<file path="config.mk">
export PLATFORM = sky130hd
export DESIGN_NAME = gdff_top
export DESIGN_NICKNAME = d
export VERILOG_FILES = /design/src/logic/gdff_pkg.sv /design/src/logic/gdff_ack_pulse.sv /design/src/logic/gdff_supply_status.sv /design/src/logic/gdff_top.sv
export SDC_FILE = /design/constraint.sdc
export NUM_CORES = 1
export LEC_CHECK = 0
export BUFFER_PORTS_ARGS = -buffer_cell sky130_fd_sc_hd__buf_2
export CAP_MARGIN = 20
export CORE_ASPECT_RATIO = 2
export CORE_UTILIZATION = 53
export DETAILED_ROUTE_END_ITERATION = 10
export PLACE_DENSITY = 0.71
export SLEW_MARGIN = 10
export SYNTH_ARGS = -nofsm -noshare
export SYNTH_HDL_FRONTEND = slang
export SYNTH_SLANG_ARGS = --single-unit
</file>
<file path="constraint.sdc">
create_clock -name core_clk -period 9 [get_ports core_clk]
set_clock_uncertainty 0.15 [all_clocks]
set_input_delay 1.35 -clock core_clk [delete_from_list [all_inputs] [get_ports core_clk]]
set_output_delay 1.35 -clock core_clk [all_outputs]
set_load 0.005 [all_outputs]
</file>
<file path="src/logic/gdff_pkg.sv">
// Package of timing constants for the dual-channel gate drive fault feedback block.
// Assumes a 125 MHz core clock; all counts are derived from times in ns.
package gdff_pkg;
  localparam int unsigned CLK_PERIOD_NS   = 8;
  localparam int unsigned ACK_TIME_NS     = 700;
  localparam int unsigned CLEAR_TIME_NS   = 11000;
  localparam int unsigned SHUT_TIME_NS    = 1400;
  localparam int unsigned RESP_TIME_NS    = 4000;
  localparam int unsigned SO_HOLD_TIME_NS = 90000000;
  localparam int unsigned ACK_CYCLES      = ACK_TIME_NS / CLK_PERIOD_NS;
  localparam int unsigned CLEAR_CYCLES    = CLEAR_TIME_NS / CLK_PERIOD_NS;
  localparam int unsigned SHUT_CYCLES     = SHUT_TIME_NS / CLK_PERIOD_NS;
  localparam int unsigned RESP_CYCLES     = RESP_TIME_NS / CLK_PERIOD_NS;
  localparam int unsigned SO_HOLD_CYCLES  = SO_HOLD_TIME_NS / CLK_PERIOD_NS;
  localparam int unsigned CHANNELS        = 2;
  localparam int unsigned CNT_W           = 24;

  typedef enum logic [4:0] {
    GDFF_ST_OFF   = 5'b00001,
    GDFF_ST_RESP  = 5'b00010,
    GDFF_ST_ON    = 5'b00100,
    GDFF_ST_SHUT  = 5'b01000,
    GDFF_ST_CLEAR = 5'b10000
  } gdff_state_t;
endpackage

</file>
<file path="src/logic/gdff_ack_pulse.sv">
// Acknowledge pulse stretcher: a one-cycle trigger gives a pulse of ack_len cycles.
// Assumes synchronous trigger and a shared clock enable.
`timescale 1ns/1ns
module gdff_ack_pulse #(
  parameter int unsigned CNT_W = 24
) (
  input  wire logic             core_clk,
  input  wire logic             rst_n,
  input  wire logic             clk_en,
  input  wire logic             trig,
  input  wire logic [CNT_W-1:0] ack_len,
  output logic                  pulse
);
  logic [CNT_W-1:0] cnt_reg;

  always_ff @(posedge core_clk or negedge rst_n) begin
    if (!rst_n) begin
      cnt_reg <= '0;
    end else if (clk_en) begin
      if (trig) begin
        cnt_reg <= ack_len;
      end else if (cnt_reg != '0) begin
        cnt_reg <= cnt_reg - 1'b1;
      end
    end
  end

  assign pulse = (cnt_reg != '0);
endmodule // gdff_ack_pulse

</file>
<file path="src/logic/gdff_supply_status.sv">
// Primary supply status pin: held low during undervoltage and for a hold time after.
// Assumes an open-drain pin with an external pull-up; oe_n low means driving low.
`timescale 1ns/1ns
module gdff_supply_status #(
  parameter int unsigned HOLD = gdff_pkg::SO_HOLD_CYCLES
) (
  input  wire logic core_clk,
  input  wire logic rst_n,
  input  wire logic clk_en,
  input  wire logic prim_uv,
  output logic      so_out,
  output logic      so_oe_n
);
  import gdff_pkg::*;
  localparam int W = $clog2(HOLD + 1);
  logic [W-1:0] hold_reg;
  logic         low_reg;

  initial begin
    if (HOLD < 1) $error("HOLD must be at least one cycle.");
  end

  always_ff @(posedge core_clk or negedge rst_n) begin
    if (!rst_n) begin
      hold_reg <= '0;
      low_reg  <= 1'b1;
    end else if (clk_en) begin
      if (prim_uv) begin
        hold_reg <= W'(HOLD);
        low_reg  <= 1'b1;
      end else if (hold_reg != '0) begin
        hold_reg <= hold_reg - 1'b1;
        low_reg  <= 1'b1;
      end else begin
        low_reg  <= 1'b0;
      end
    end
  end

  assign so_out  = 1'b0;
  assign so_oe_n = ~low_reg;
endmodule // gdff_supply_status

</file>
<file path="src/logic/gdff_top.sv">
// Dual-channel gate drive control with optical status feedback and supply status pin.
// Assumes all inputs synchronous to core_clk; Vce comparison done outside.
// Summary of operation
// Status light on when healthy, off on fault.
// Each input edge blanks status about 700ns.
// Short circuit blanks status for clearing delay.
// Gate off 1.4us after response time.
// Restart only on new rising input edge.
// Secondary undervoltage holds fault and lock.
// Fault shown at power-up until supply good.
// Status pin open when good, low otherwise.
// Status pin releases 90ms after undervoltage ends.
// Primary undervoltage never blocks the channels.
// Secondary undervoltage blocks with negative gate drive.
// Channels independent, no interlock or dead time.
// Gate follows input high on, low off, except during shutdown and clear delays.
// Check desaturation after response time at turn-on.
// Timing values are cycle-count parameters.
`timescale 1ns/1ns
module gdff_top #(
  parameter int unsigned RESP_CYC  = gdff_pkg::RESP_CYCLES,
  parameter int unsigned ACK_CYC   = gdff_pkg::ACK_CYCLES,
  parameter int unsigned CLEAR_CYC = gdff_pkg::CLEAR_CYCLES,
  parameter int unsigned SHUT_CYC  = gdff_pkg::SHUT_CYCLES,
  parameter int unsigned SO_HOLD   = gdff_pkg::SO_HOLD_CYCLES
) (
  input  wire logic                          core_clk,
  input  wire logic                          rst_n,
  input  wire logic                          clk_en,
  input  wire logic [gdff_pkg::CHANNELS-1:0] drive_in,
  input  wire logic [gdff_pkg::CHANNELS-1:0] vce_high,
  input  wire logic [gdff_pkg::CHANNELS-1:0] sec_uv,
  input  wire logic                          prim_uv,
  output logic [gdff_pkg::CHANNELS-1:0]      gate_on,
  output logic [gdff_pkg::CHANNELS-1:0]      gate_neg,
  output logic [gdff_pkg::CHANNELS-1:0]      status_light,
  output logic                               so_out,
  output logic                               so_oe_n
);
  import gdff_pkg::*;

  initial begin
    if (RESP_CYC < 1 || ACK_CYC < 1 || CLEAR_CYC < 1 || SHUT_CYC < 1) $error("Timing counts must be nonzero.");
    if (RESP_CYC + SHUT_CYC >= (1 << CNT_W) || CLEAR_CYC >= (1 << CNT_W)) $error("Timing count too wide.");
    if (SHUT_CYC > CLEAR_CYC) $error("Shutdown delay must end inside clearing delay.");
  end

  // Supply status pin, independent of the channels.
  gdff_supply_status #(.HOLD(SO_HOLD)) u_so (
    .core_clk (core_clk),
    .rst_n    (rst_n),
    .clk_en   (clk_en),
    .prim_uv  (prim_uv),
    .so_out   (so_out),
    .so_oe_n  (so_oe_n)
  );

  genvar ch;
  generate
    for (ch = 0; ch < CHANNELS; ch++) begin : g_ch
      gdff_state_t      st_reg;
      logic [CNT_W-1:0] cnt_reg;
      logic             in_reg;
      logic             gate_reg;
      logic             neg_reg;
      logic             light_reg;
      logic             ack_pulse;
      logic             edge_in;
      logic             rise_in;

      assign edge_in = drive_in[ch] ^ in_reg;
      assign rise_in = drive_in[ch] & ~in_reg;

      always_ff @(posedge core_clk or negedge rst_n) begin
        if (!rst_n) begin
          in_reg <= 1'b0;
        end else if (clk_en) begin
          in_reg <= drive_in[ch];
        end
      end

      gdff_ack_pulse #(.CNT_W(CNT_W)) u_ack (
        .core_clk (core_clk),
        .rst_n    (rst_n),
        .clk_en   (clk_en),
        .trig     (edge_in),
        .ack_len  (CNT_W'(ACK_CYC)),
        .pulse    (ack_pulse)
      );

      // Channel sequencer.
      always_ff @(posedge core_clk or negedge rst_n) begin
        if (!rst_n) begin
          st_reg  <= GDFF_ST_OFF;
          cnt_reg <= '0;
        end else if (clk_en) begin
          if (sec_uv[ch]) begin
            st_reg  <= GDFF_ST_OFF;
            cnt_reg <= '0;
          end else begin
            unique case (st_reg)
              GDFF_ST_OFF: begin
                if (rise_in) begin
                  st_reg  <= GDFF_ST_RESP;
                  cnt_reg <= CNT_W'(RESP_CYC);
                end
              end
              GDFF_ST_RESP: begin
                if (!drive_in[ch]) begin
                  st_reg <= GDFF_ST_OFF;
                end else if (cnt_reg > CNT_W'(1)) begin
                  cnt_reg <= cnt_reg - 1'b1;
                end else if (vce_high[ch]) begin
                  st_reg  <= GDFF_ST_SHUT;
                  cnt_reg <= CNT_W'(SHUT_CYC);
                end else begin
                  st_reg <= GDFF_ST_ON;
                end
              end
              GDFF_ST_ON: begin
                if (!drive_in[ch]) begin
                  st_reg <= GDFF_ST_OFF;
                end
              end
              GDFF_ST_SHUT: begin
                if (cnt_reg > CNT_W'(1)) begin
                  cnt_reg <= cnt_reg - 1'b1;
                end else begin
                  st_reg  <= GDFF_ST_CLEAR;
                  cnt_reg <= CNT_W'(CLEAR_CYC - SHUT_CYC);
                end
              end
              GDFF_ST_CLEAR: begin
                if (cnt_reg > CNT_W'(1)) begin
                  cnt_reg <= cnt_reg - 1'b1;
                end else begin
                  st_reg <= GDFF_ST_OFF;
                end
              end
            endcase
          end
        end
      end

      // Gate and status outputs.
      always_ff @(posedge core_clk or negedge rst_n) begin
        if (!rst_n) begin
          gate_reg  <= 1'b0;
          neg_reg   <= 1'b1;
          light_reg <= 1'b0;
        end else if (clk_en) begin
          gate_reg  <= ~sec_uv[ch] & (st_reg == GDFF_ST_RESP || st_reg == GDFF_ST_ON || st_reg == GDFF_ST_SHUT);
          neg_reg   <= sec_uv[ch] | ~(st_reg == GDFF_ST_RESP || st_reg == GDFF_ST_ON || st_reg == GDFF_ST_SHUT);
          light_reg <= ~sec_uv[ch] & ~ack_pulse & (st_reg != GDFF_ST_SHUT) & (st_reg != GDFF_ST_CLEAR);
        end
      end

      assign gate_on[ch]      = gate_reg;
      assign gate_neg[ch]     = neg_reg;
      assign status_light[ch] = light_reg;
    end
  endgenerate
endmodule // gdff_top

</file>
==> qor.yml, run 1 <==
floorplan:
  dieArea_um2: 16200
  coreArea_um2: 15300
  die_w_um: 90.5
  fp-row-count: 64
  die_h_um: 179
  num_io_pins: 18
  initial_core_util: 0.543
pwr:
  p_int_uw: 1590
  p_leak_uw: 0.00394
  p_switching_uw: 787
  irDropWorstVdd_mv: 0.144
  swShare: 0.331
  seqPwrFrac: 0.354
  share_comb_of_total_power: 0.266
  power_density_nw_per_um2: 258
  p_clk_frac: 0.379
synthesis:
  ys_top_cells_by_area: "dfrtp_1 40%, o21ai_0 4.8%, nor2_1 4.7%, nand2_1 3.0%, nor3_1 2.9%"
  synthFlopType: "dfrtp_1"
  syn_avg_cell_area_um2: 8.72
  syn_area_um2: 8310
  synth.top_cell.area_share: 0.404
  yosys.cell_count.top_type: "dfrtp_1"
  synth_top_cells_by_count: "134 x dfrtp_1, 105 x nor2_1, 80 x o21ai_0"
  async_flop_share: 1.00
  ys_seq_area_frac: 0.420
  ys_ff_latch: 139
  yosysWarnings: 0
  syn_inst: 953
  synth_edf_count: 0
  syn_nets: 972
  yosys.area.top_type: "dfrtp_1"
  synth.distinct_cells: 78
sta:
  tns_ns: 0
  setup_viol: 0
  slew_headroom: 0.344
  hold_viol: 0
  min_period_over_period: 0.448
  max_freq_mhz: 248
  final.min_clock_period_ns: 4.03
  report.final.slew_viol_count: 0
  tightestPinTransition_ns: 0.980
  grt_setup_unrepaired: "false"
route:
  first_pass_iters: 5
  dr_total_vias: 7263
  drt-wirelength-per-cell_um: 17.2
  drt-initial-drc-count: 314
  ant_nets: 0
  wirelength_um: 19800
  remaining_drc_errors: 0
  routed_via_density: 6.33
grt:
  grt_max_degree: 79
  grt_use_total: 0.255
  grt_pass1_vias: 7186
  grt_pass1_wl_um: 33400
  antenna_found_initial: 0
  grt_overflow: 0
final_layout:
  fill_cells: 1376
  syn_to_final_growth_pct: 10.6
  stdcell_count: 1148
  drive_above_1_share: 0.0937
  nets: 957
  antenna_cells: 0
clock_tree:
  cts_buffer_depth: 2
  cts_max_level: 4
  ctsHoldBuffers: 0
  root_buffer: "clkbuf_16"
  post_cts_buffers: 0
  cts_inserted_buffers: 17
  clock_latency_ns: 0.43
  cts_resized: 0
  cts.clk_slew.worst_paths_ns: 0.06
  cts_tree: "yes"
  clock-sinks: 139
critical_path:
  r2r_cells: 8
  endpoint_kind: "flip-flop"
  crit_type: "primary input to flip-flop"
  crit_fanout: 33
  critPathLaunchType: "primary input"
  reg2reg_setup_slack_ns: 5.60
  cp_data_required_time_ns: 9.19
  regToRegStartpoint: "g_ch[0].u_ack.cnt_reg[0]$_DFFE_PN0P_"
  reg2reg_to: "g_ch[0].u_ack.cnt_reg[3]$_DFFE_PN0P_"
  worst_ep_arrival_time_ns: 4.23
  cp-startpoint: "clk_en"
job:
  maxCapViolCount: 0
placed_design:
  place.gp.congestion: 0.868
  place_hpwl_um: 13800
  dp_cells: 1116
  port_buffers: 16
hold_path:
  hold-path-endpoint: "g_ch[0].cnt_reg[22]$_DFFE_PN0P_"
  min_path_type: "flip-flop to flip-flop"
  hold_depth: 1
  worstHoldStart: "g_ch[0].cnt_reg[22]$_DFFE_PN0P_"
outcome:
  outcome: "completed"
==> final cells by class <==
type | count | area, um^2 | share of cell area
Sequential cell | 139 | 3480 | 0.379
Clock buffer | 20 | 467 | 0.0508
Timing Repair Buffer | 20 | 136 | 0.0148
Inverter | 41 | 154 | 0.0168
Multi-Input combinational cell | 719 | 4410 | 0.480
Tap cell | 198 | 248 | 0.0270
Clock inverter | 11 | 287 | 0.0312
==> how the worst max path moves through the flow <==
stage / end / slack [ns] / cells past startpoint
after floorplan: g_ch[0].cnt_reg[22]$_DFFE_PN0P_ / 5.82 / 7
after global placement: g_ch[1].u_ack.cnt_reg[19]$_DFFE_PN0P_ / 4.58 / 7
after detailed placement: g_ch[1].u_ack.cnt_reg[19]$_DFFE_PN0P_ / 4.49 / 7
after CTS: g_ch[1].u_ack.cnt_reg[19]$_DFFE_PN0P_ / 4.93 / 7
after global routing: g_ch[1].u_ack.cnt_reg[19]$_DFFE_PN0P_ / 4.60 / 7
final: g_ch[1].u_ack.cnt_reg[19]$_DFFE_PN0P_ / 4.97 / 7
==> logic make-up after synthesis <==
kind of cell | synth area share
multiplexers | 0.0104
adder cells (fa/ha/maj) | 0.0136
XOR/XNOR | 0.0453
buffers and inverters | 0.0493
AO/OA/AOI/OAI | 0.192
other | 0.000452
AND/OR/NAND/NOR | 0.269
flip-flops | 0.420
==> cells in the final DEF (no fill, tap or decap), types with 7 or more instances in the layout <==
cell / Yosys / layout
a21o_1: 9 / 9
a21oi_1: 30 / 30
a22o_1: 16 / 16
a31oi_1: 14 / 14
and3_1: 11 / 11
buf_2: 3 / 15
bufinv_16: 0 / 9
clkbuf_16: 0 / 17
dfrtp_1: 134 / 134
ha_1: 9 / 9
inv_1: 40 / 40
nand2_1: 67 / 67
nand3_1: 29 / 29
nand4_1: 13 / 13
nor2_1: 105 / 105
nor2b_1: 7 / 7
nor3_1: 48 / 48
nor4_1: 37 / 37
nor4b_1: 7 / 7
o21ai_0: 80 / 80
o2bb2ai_1: 7 / 7
o31ai_1: 15 / 15
or2_2: 12 / 12
or3_1: 23 / 23
or4_1: 27 / 27
xnor2_1: 18 / 18
xor2_1: 25 / 25
==> critical path: stages <==
cell and delay [ns]:
buf_2 0.46, clkinv_1 0.65, a41oi_1 0.74, buf_4 0.28, nand3_1 0.13, or4_1 0.44
a21oi_1 0.15
==> routing by layer <==
layer,vias up,wire length [um],share of wire,global-route usage
li1,3485,-,-,-
met1,3584,7550,0.38,0.252
met2,139,11200,0.57,0.505
met3,55,488,0.025,0.0399
met4,0,544,0.027,0.123
met5,-,0,0,0
==> power groups by stage <==
stage               Clock [uW]  Sequential (uW)  Combinational (uW)
floorplan                    0              798                 520
global placement             0              846                 617
detailed placement           0              848                 627
CTS                        913              838                 631
global route               936              858                 711
finish                     900              841                 633
==> stage by stage <==
stage          worst slack [ns]  instance area [um^2]   util  hold slack, ns  power, uW
6_report                   4.97                  9190  0.601           0.341       2370
3_3_place_gp               4.58                  8410  0.550           0.332       1460
3_5_place_dp               4.49                  8410  0.550           0.326       1470
5_1_grt                    4.60                  9190  0.601           0.353       2510
4_1_cts                    4.93                  9160  0.599           0.346       2380
2_1_floorplan              5.82                  8310      -           0.301       1320
Power figures use the tool's default switching activity.
==> inputs of run 2 (changes only) <==
Clock period 9 ns to 3.8 ns, I/O delays scaled along.
==> run 2 against run 1 <==
The run now ends with negative hold slack left. Global-route usage up 0.69 points. Clock power up 86%. Register-to-register slack worse by 5.0 ns. Total power up 120%. Clock-buffer cell count down 2. Die area unchanged. Largest cell class unchanged. Largest power group is now sequential cells.
==> qor.yml, run 2 (synthesized netlist as in run 1, its figures left out) <==
outcome:
  outcome: "complete, but fails checks"  # was completed
  violations: "negative hold slack"
sta:
  setup_viol: 0  # unchanged
  hold_ws_ns: -0.00211  # was 0.341 ns
  min_period_over_period: 0.838
  final.min_clock_period_ns: 3.18
  setup_slack_ns: 0.617  # was 4.97 ns
  slew_headroom: 0.424  # was 0.344
  tns_ns: 0  # unchanged
  tightestPinTransition_ns: 0.860  # was 0.980 ns
  hold_viol: 1  # was 0
  max_freq_mhz: 314
  report.final.slew_viol_count: 0  # unchanged
  grt_setup_unrepaired: "false"  # unchanged
route:
  remaining_drc_errors: 0  # unchanged
  drt-wirelength-per-cell_um: 17.3  # was 17.2 um
  dr_total_vias: 7331  # was 7263
  drt-initial-drc-count: 315  # was 314
  first_pass_iters: 6  # was 5
  wirelength_um: 20000  # was 19800 um
  routed_via_density: 6.34  # was 6.33
  ant_nets: 0  # unchanged
floorplan:
  die_h_um: 179  # unchanged
  die_w_um: 90.5  # unchanged
  initial_core_util: 0.543  # unchanged
  dieArea_um2: 16200  # unchanged
  num_io_pins: 18  # unchanged
  coreArea_um2: 15300  # unchanged
  fp-row-count: 64  # unchanged
grt:
  grt_pass1_vias: 7412  # was 7186
  grt_overflow: 0  # unchanged
  grt_max_degree: 76  # was 79
  grt_pass1_wl_um: 34100  # was 33400 um
  grt_use_total: 0.262  # was 0.255
  antenna_found_initial: 0  # unchanged
hold_path:
  min_path_type: "primary input to async pin"  # was flip-flop to flip-flop
final_layout:
  design_area_um2: 9050  # was 9190 um^2
  drive_above_1_share: 0.101  # was 0.0937
  fill_cells: 1372  # was 1376
  syn_to_final_growth_pct: 8.96  # was 10.6%
  stdcell_count: 1156  # was 1148
  antenna_cells: 0  # unchanged
  layout_commonest_cell: "dfrtp_1"  # unchanged
  ff_latch_area_um2: 3480  # unchanged
  final_cell_mix: "134 x dfrtp_1, 105 x nor2_1, 80 x o21ai_0"  # unchanged
  multi_input_area_um2: 4410  # unchanged
  nets: 964  # was 957
clock_tree:
  cts_tree: "yes"  # unchanged
  cts_inserted_buffers: 17  # unchanged
  cts.clk_slew.worst_paths_ns: 0.06  # about the same
  root_buffer: "clkbuf_16"  # unchanged
  clock_latency_ns: 0.43  # about the same
  cts_max_level: 4  # unchanged
  post_cts_buffers: 0  # unchanged
  clock-sinks: 139  # unchanged
  cts_buffer_depth: 2  # unchanged
  cts_resized: 0  # unchanged
  ctsHoldBuffers: 0  # unchanged
critical_path:
  worst_ep_arrival_time_ns: 3.35  # was 4.23 ns
  crit_type: "flip-flop to flip-flop"  # was primary input to flip-flop
  critPathLaunchType: "flip-flop"  # was primary input
  regToRegStartpoint: "g_ch[0].u_ack.cnt_reg[0]$_DFFE_PN0P_"  # unchanged
  endpoint_kind: "flip-flop"  # unchanged
  reg2reg_setup_slack_ns: 0.62  # was 5.60 ns
  r2r_cells: 8  # unchanged
  reg2reg_to: "g_ch[0].u_ack.cnt_reg[3]$_DFFE_PN0P_"  # unchanged
  crit_fanout: 9  # was 33
  cp_data_required_time_ns: 3.97  # was 9.19 ns
pwr:
  irDropWorstVdd_mv: 0.330  # was 0.144 mV
  p_leak_uw: 0.00389  # was 0.00394 uW
  power_density_nw_per_um2: 571  # was 258 nW/um^2
placed_design:
  dp_cells: 1124  # was 1116
  place.gp.congestion: 0.910  # was 0.868
  port_buffers: 16  # unchanged
  place_hpwl_um: 14200  # was 13800 um
  place_ws_ns: 0.691  # was 4.49 ns
  placed_area_um2: 8470  # was 8410 um^2
job:
  maxCapViolCount: 0  # unchanged
[run 2: worst max path at each step]
| stage | from | to |
|---|---|---|
| 2_1_floorplan | g_ch[0].u_ack.cnt_reg[0]$_DFFE_PN0P_ | g_ch[0].u_ack.cnt_reg[3]$_DFFE_PN0P_ |
| 3_3_place_gp | g_ch[0].u_ack.cnt_reg[0]$_DFFE_PN0P_ | g_ch[0].u_ack.cnt_reg[19]$_DFFE_PN0P_ |
| 3_5_place_dp | g_ch[0].u_ack.cnt_reg[0]$_DFFE_PN0P_ | g_ch[0].u_ack.cnt_reg[13]$_DFFE_PN0P_ |
| 4_1_cts | g_ch[0].u_ack.cnt_reg[0]$_DFFE_PN0P_ | g_ch[0].u_ack.cnt_reg[3]$_DFFE_PN0P_ |
| 5_1_grt | g_ch[0].u_ack.cnt_reg[0]$_DFFE_PN0P_ | g_ch[0].u_ack.cnt_reg[19]$_DFFE_PN0P_ |
| 6_report | g_ch[0].u_ack.cnt_reg[0]$_DFFE_PN0P_ | g_ch[0].u_ack.cnt_reg[3]$_DFFE_PN0P_ |
[run 2: metal layers]
| layer | wire, um | vias to the layer above | share of wire | GRT usage |
|---|---|---|---|---|
| li1 | - | 3510 | - | - |
| met1 | 7470 | 3594 | 0.37 | 0.267 |
| met2 | 11000 | 156 | 0.55 | 0.501 |
| met4 | 844 | 0 | 0.042 | 0.149 |
| met5 | 0 | - | 0 | 0 |
| met3 | 604 | 71 | 0.030 | 0.0382 |
[run 2: cell type report]
| cell class | count | area share |
|---|---|---|
| sequential | 139 | 0.385 |
| tap | 198 | 0.0274 |
| clock buffer | 18 | 0.0485 |
| multi-input combinational | 719 | 0.487 |
| clock inverter | 14 | 0.0159 |
| inverter | 41 | 0.0170 |
| timing repair buffer | 27 | 0.0187 |
[run 2: worst max-delay path: stages (launching register included)]
cell     delay (ns)
dfrtp_1        0.41
inv_1          0.07
ha_1           0.19
or3b_2         0.49
or4_1          0.67
nor2_1         0.43
or2_0          0.36
o21ai_0        0.13
a21o_1         0.17
[run 2: power breakdown]
group          switching, uW  internal [uW]  total, uW
registers                290           1700       1990
clock network            681            985       1670
logic                    924            590       1510
[run 2: metrics by stage]
stage	hold WS (ns)	total power (uW)	util
after CTS	0.0442	5180	0.592
after detailed placement	0.334	3510	0.554
after global placement	0.331	3490	0.554
final	-0.00211	5170	0.592
after global routing	0.0720	5470	0.592
after floorplan	0.124	3120	-
==> inputs of run 3 (changes only) <==
Clock period 3.8 ns to 3.2 ns, I/O delays scaled along.
==> run 3 against run 2 <==
The run now ends clean. Setup slack got worse by 0.39 ns. Non-clock buffer count grew 21. Core utilization is 1.6 points higher. Via count up 1.8%. Cell count is 1.8% higher. Sequential share of layout area shrank 1.0 points. Critical endpoint is now g_ch[1].cnt_reg[3]$_DFFE_PN0P_. Worst hold slack better by 0.15 ns. Total power grew 26%. Critical path depth down 1. Combinational power up 28%.
==> qor.yml, run 3 (synthesized netlist as in run 1, its figures left out) <==
sta:
  final.min_clock_period_ns: 2.98  # was 3.18 ns
  slew_headroom: 0.454  # was 0.424
  report.final.slew_viol_count: 0  # unchanged
  setup_slack_ns: 0.222  # was 0.617 ns
  setup_viol: 0  # unchanged
  tightestPinTransition_ns: 0.815  # was 0.860 ns
  max_freq_mhz: 336  # was 314 MHz
  tns_ns: 0  # unchanged
  grt_setup_unrepaired: "false"  # unchanged
  hold_viol: 0  # was 1
  min_period_over_period: 0.930  # was 0.838
grt:
  grt_max_degree: 65  # was 76
  antenna_found_initial: 0  # unchanged
  grt_use_total: 0.268  # was 0.262
  grt_pass1_wl_um: 34800  # was 34100 um
  grt_overflow: 0  # unchanged
  grt_pass1_vias: 7475  # was 7412
route:
  ant_nets: 0  # unchanged
  drt-initial-drc-count: 410  # was 315
  first_pass_iters: 6  # unchanged
  dr_total_vias: 7460  # was 7331
  remaining_drc_errors: 0  # unchanged
  routed_via_density: 6.34  # about the same
  wirelength_um: 20400  # was 20000 um
  drt-wirelength-per-cell_um: 17.3  # about the same
final_layout:
  syn_to_final_growth_pct: 11.9  # was 8.96%
  antenna_cells: 0  # unchanged
  layout_commonest_cell: "dfrtp_1"  # unchanged
  nets: 985  # was 964
  drive_above_1_share: 0.116  # was 0.101
  fill_cells: 1370  # was 1372
  stdcell_count: 1177  # was 1156
  final_cell_mix: "134 x dfrtp_1, 105 x nor2_1, 80 x o21ai_0"  # unchanged
clock_tree:
  clock-sinks: 139  # unchanged
  clock_latency_ns: 0.43  # about the same
  ctsHoldBuffers: 1  # was 0
  cts_tree: "yes"  # unchanged
  cts_max_level: 4  # unchanged
  cts_resized: 0  # unchanged
  cts.clk_slew.worst_paths_ns: 0.06  # about the same
  post_cts_buffers: 0  # unchanged
  cts_inserted_buffers: 17  # unchanged
  cts_buffer_depth: 2  # unchanged
  root_buffer: "clkbuf_16"  # unchanged
floorplan:
  fp-row-count: 64  # unchanged
  num_io_pins: 18  # unchanged
  initial_core_util: 0.543  # unchanged
  dieArea_um2: 16200  # unchanged
  die_h_um: 179  # unchanged
  die_w_um: 90.5  # unchanged
  coreArea_um2: 15300  # unchanged
placed_design:
  port_buffers: 16  # unchanged
  place_ws_ns: 0.235  # was 0.691 ns
  dp_cells: 1144  # was 1124
  place.gp.congestion: 0.877  # was 0.910
  place_hpwl_um: 14500  # was 14200 um
pwr:
  report.power.total_uw: 6510  # was 5170 uW
  swShare: 0.347  # was 0.367
  seqPwrFrac: 0.356  # was 0.385
  p_int_uw: 4250  # was 3270 uW
  p_clk_frac: 0.347  # was 0.323
  p_switching_uw: 2260  # was 1900 uW
  power_density_nw_per_um2: 700  # was 571 nW/um^2
  share_comb_of_total_power: 0.296  # was 0.293
  irDropWorstVdd_mv: 0.368  # was 0.330 mV
  p_leak_uw: 0.00403  # was 0.00389 uW
critical_path:
  critPathLaunchType: "flip-flop"  # unchanged
  cp_cell_sequence: "or4_1 > or4_4 > or3_4 > o221ai_4 > buf_4 > a21oi_1 > o22a_1"  # was inv_1 > ha_1 > or3b_2 > or4_1 > nor2_1 > or2_0 > o21ai_0 > a21o_1
  cpPeakStageDelay_ns: 0.63  # was 0.67 ns
  crit_buf_inv: 1  # unchanged
  crit_family: "simple AND/OR/NAND/NOR gates"  # unchanged
  regToRegStartpoint: "g_ch[1].cnt_reg[10]$_DFFE_PN0P_"  # was g_ch[0].u_ack.cnt_reg[0]$_DFFE_PN0P_
  crit_fanout: 9  # unchanged
  cp_data_required_time_ns: 3.36  # was 3.97 ns
  crit_type: "flip-flop to flip-flop"  # unchanged
  cpMaxStageDelayCell: "or4_1"  # unchanged
  endpoint_kind: "flip-flop"  # unchanged
  cp-startpoint: "g_ch[1].cnt_reg[10]$_DFFE_PN0P_"  # was g_ch[0].u_ack.cnt_reg[0]$_DFFE_PN0P_
  worst_ep_arrival_time_ns: 3.14  # was 3.35 ns
hold_path:
  worstHoldStart: "vce_high[0]"
  min_path_type: "primary input to flip-flop"  # was primary input to async pin
outcome:
  outcome: "completed"  # was complete, but fails checks
job:
  maxCapViolCount: 0  # unchanged
run 3: changes by cell type in the layout (fill, tap and decap cells not counted):
| cell | delta |
|---|---|
| inv_6 | -4 |
| buf_4 | +20 |
| clkinv_4 | +1 |
| clkbuf_1 | +3 |
| clkinv_2 | -4 |
| dlygate4sd3_1 | +1 |
| bufinv_16 | +4 |
run 3: area by class of cell:
| type | instances | area [um^2] | share of cell area |
|---|---|---|---|
| clock buffers | 21 | 450 | 0.0485 |
| clock inverters | 11 | 218 | 0.0234 |
| inverters | 41 | 154 | 0.0166 |
| multi-input cells | 719 | 4410 | 0.475 |
| flip-flops and latches | 139 | 3480 | 0.375 |
| well taps | 198 | 248 | 0.0267 |
| repair buffers | 48 | 329 | 0.0354 |
run 3: final timing paths:
check                                                  end  slack, ns  cells after the start
max                         g_ch[1].cnt_reg[3]$_DFFE_PN0P_       0.22                      7
min                          g_ch[0].st_reg[2]$_DFFE_PN0P_       0.15                      2
max reg2reg                 g_ch[1].cnt_reg[3]$_DFFE_PN0P_       0.22                      7
min reg2reg                g_ch[0].cnt_reg[22]$_DFFE_PN0P_       0.36                      1
max in group asynchronous    g_ch[1].st_reg[0]$_DFFE_PN1P_       1.58                      3
min in group asynchronous  g_ch[0].cnt_reg[21]$_DFFE_PN0P_       0.46                      2
run 3: per-stage QoR:
stage	hold WS [ns]	area (um^2)	utilization
finish	0.146	9300	0.608
global route	0.171	9300	0.608
CTS	0.133	9300	0.608
detailed placement	0.344	8620	0.563
global placement	0.334	8620	0.563
floorplan	0.0344	8310	-
run 3: per-layer routing:
layer / up-vias / GRT usage / wire, um / part of all wire
met5: - / 0 / 0 / 0
li1: 3537 / - / - / -
met3: 76 / 0.0420 / 577 / 0.028
met4: 0 / 0.183 / 973 / 0.048
met1: 3652 / 0.259 / 7470 / 0.37
met2: 195 / 0.513 / 11400 / 0.56
run 3: power groups by stage:
stage          logic [uW]  clock network [uW]  registers (uW)
2_1_floorplan        1460                   0            2250
3_3_place_gp         1860                   0            2340
4_1_cts              1920                2290            2310
3_5_place_dp         1900                   0            2340
6_report             1930                2260            2320
5_1_grt              2150                2370            2360
run 3: worst register-to-register path: stages (launching register included):
cell,delay (ns)
dfrtp_1,0.41
or4_1,0.63
or4_4,0.48
or3_4,0.42
o221ai_4,0.33
buf_4,0.22
a21oi_1,0.05
o22a_1,0.17
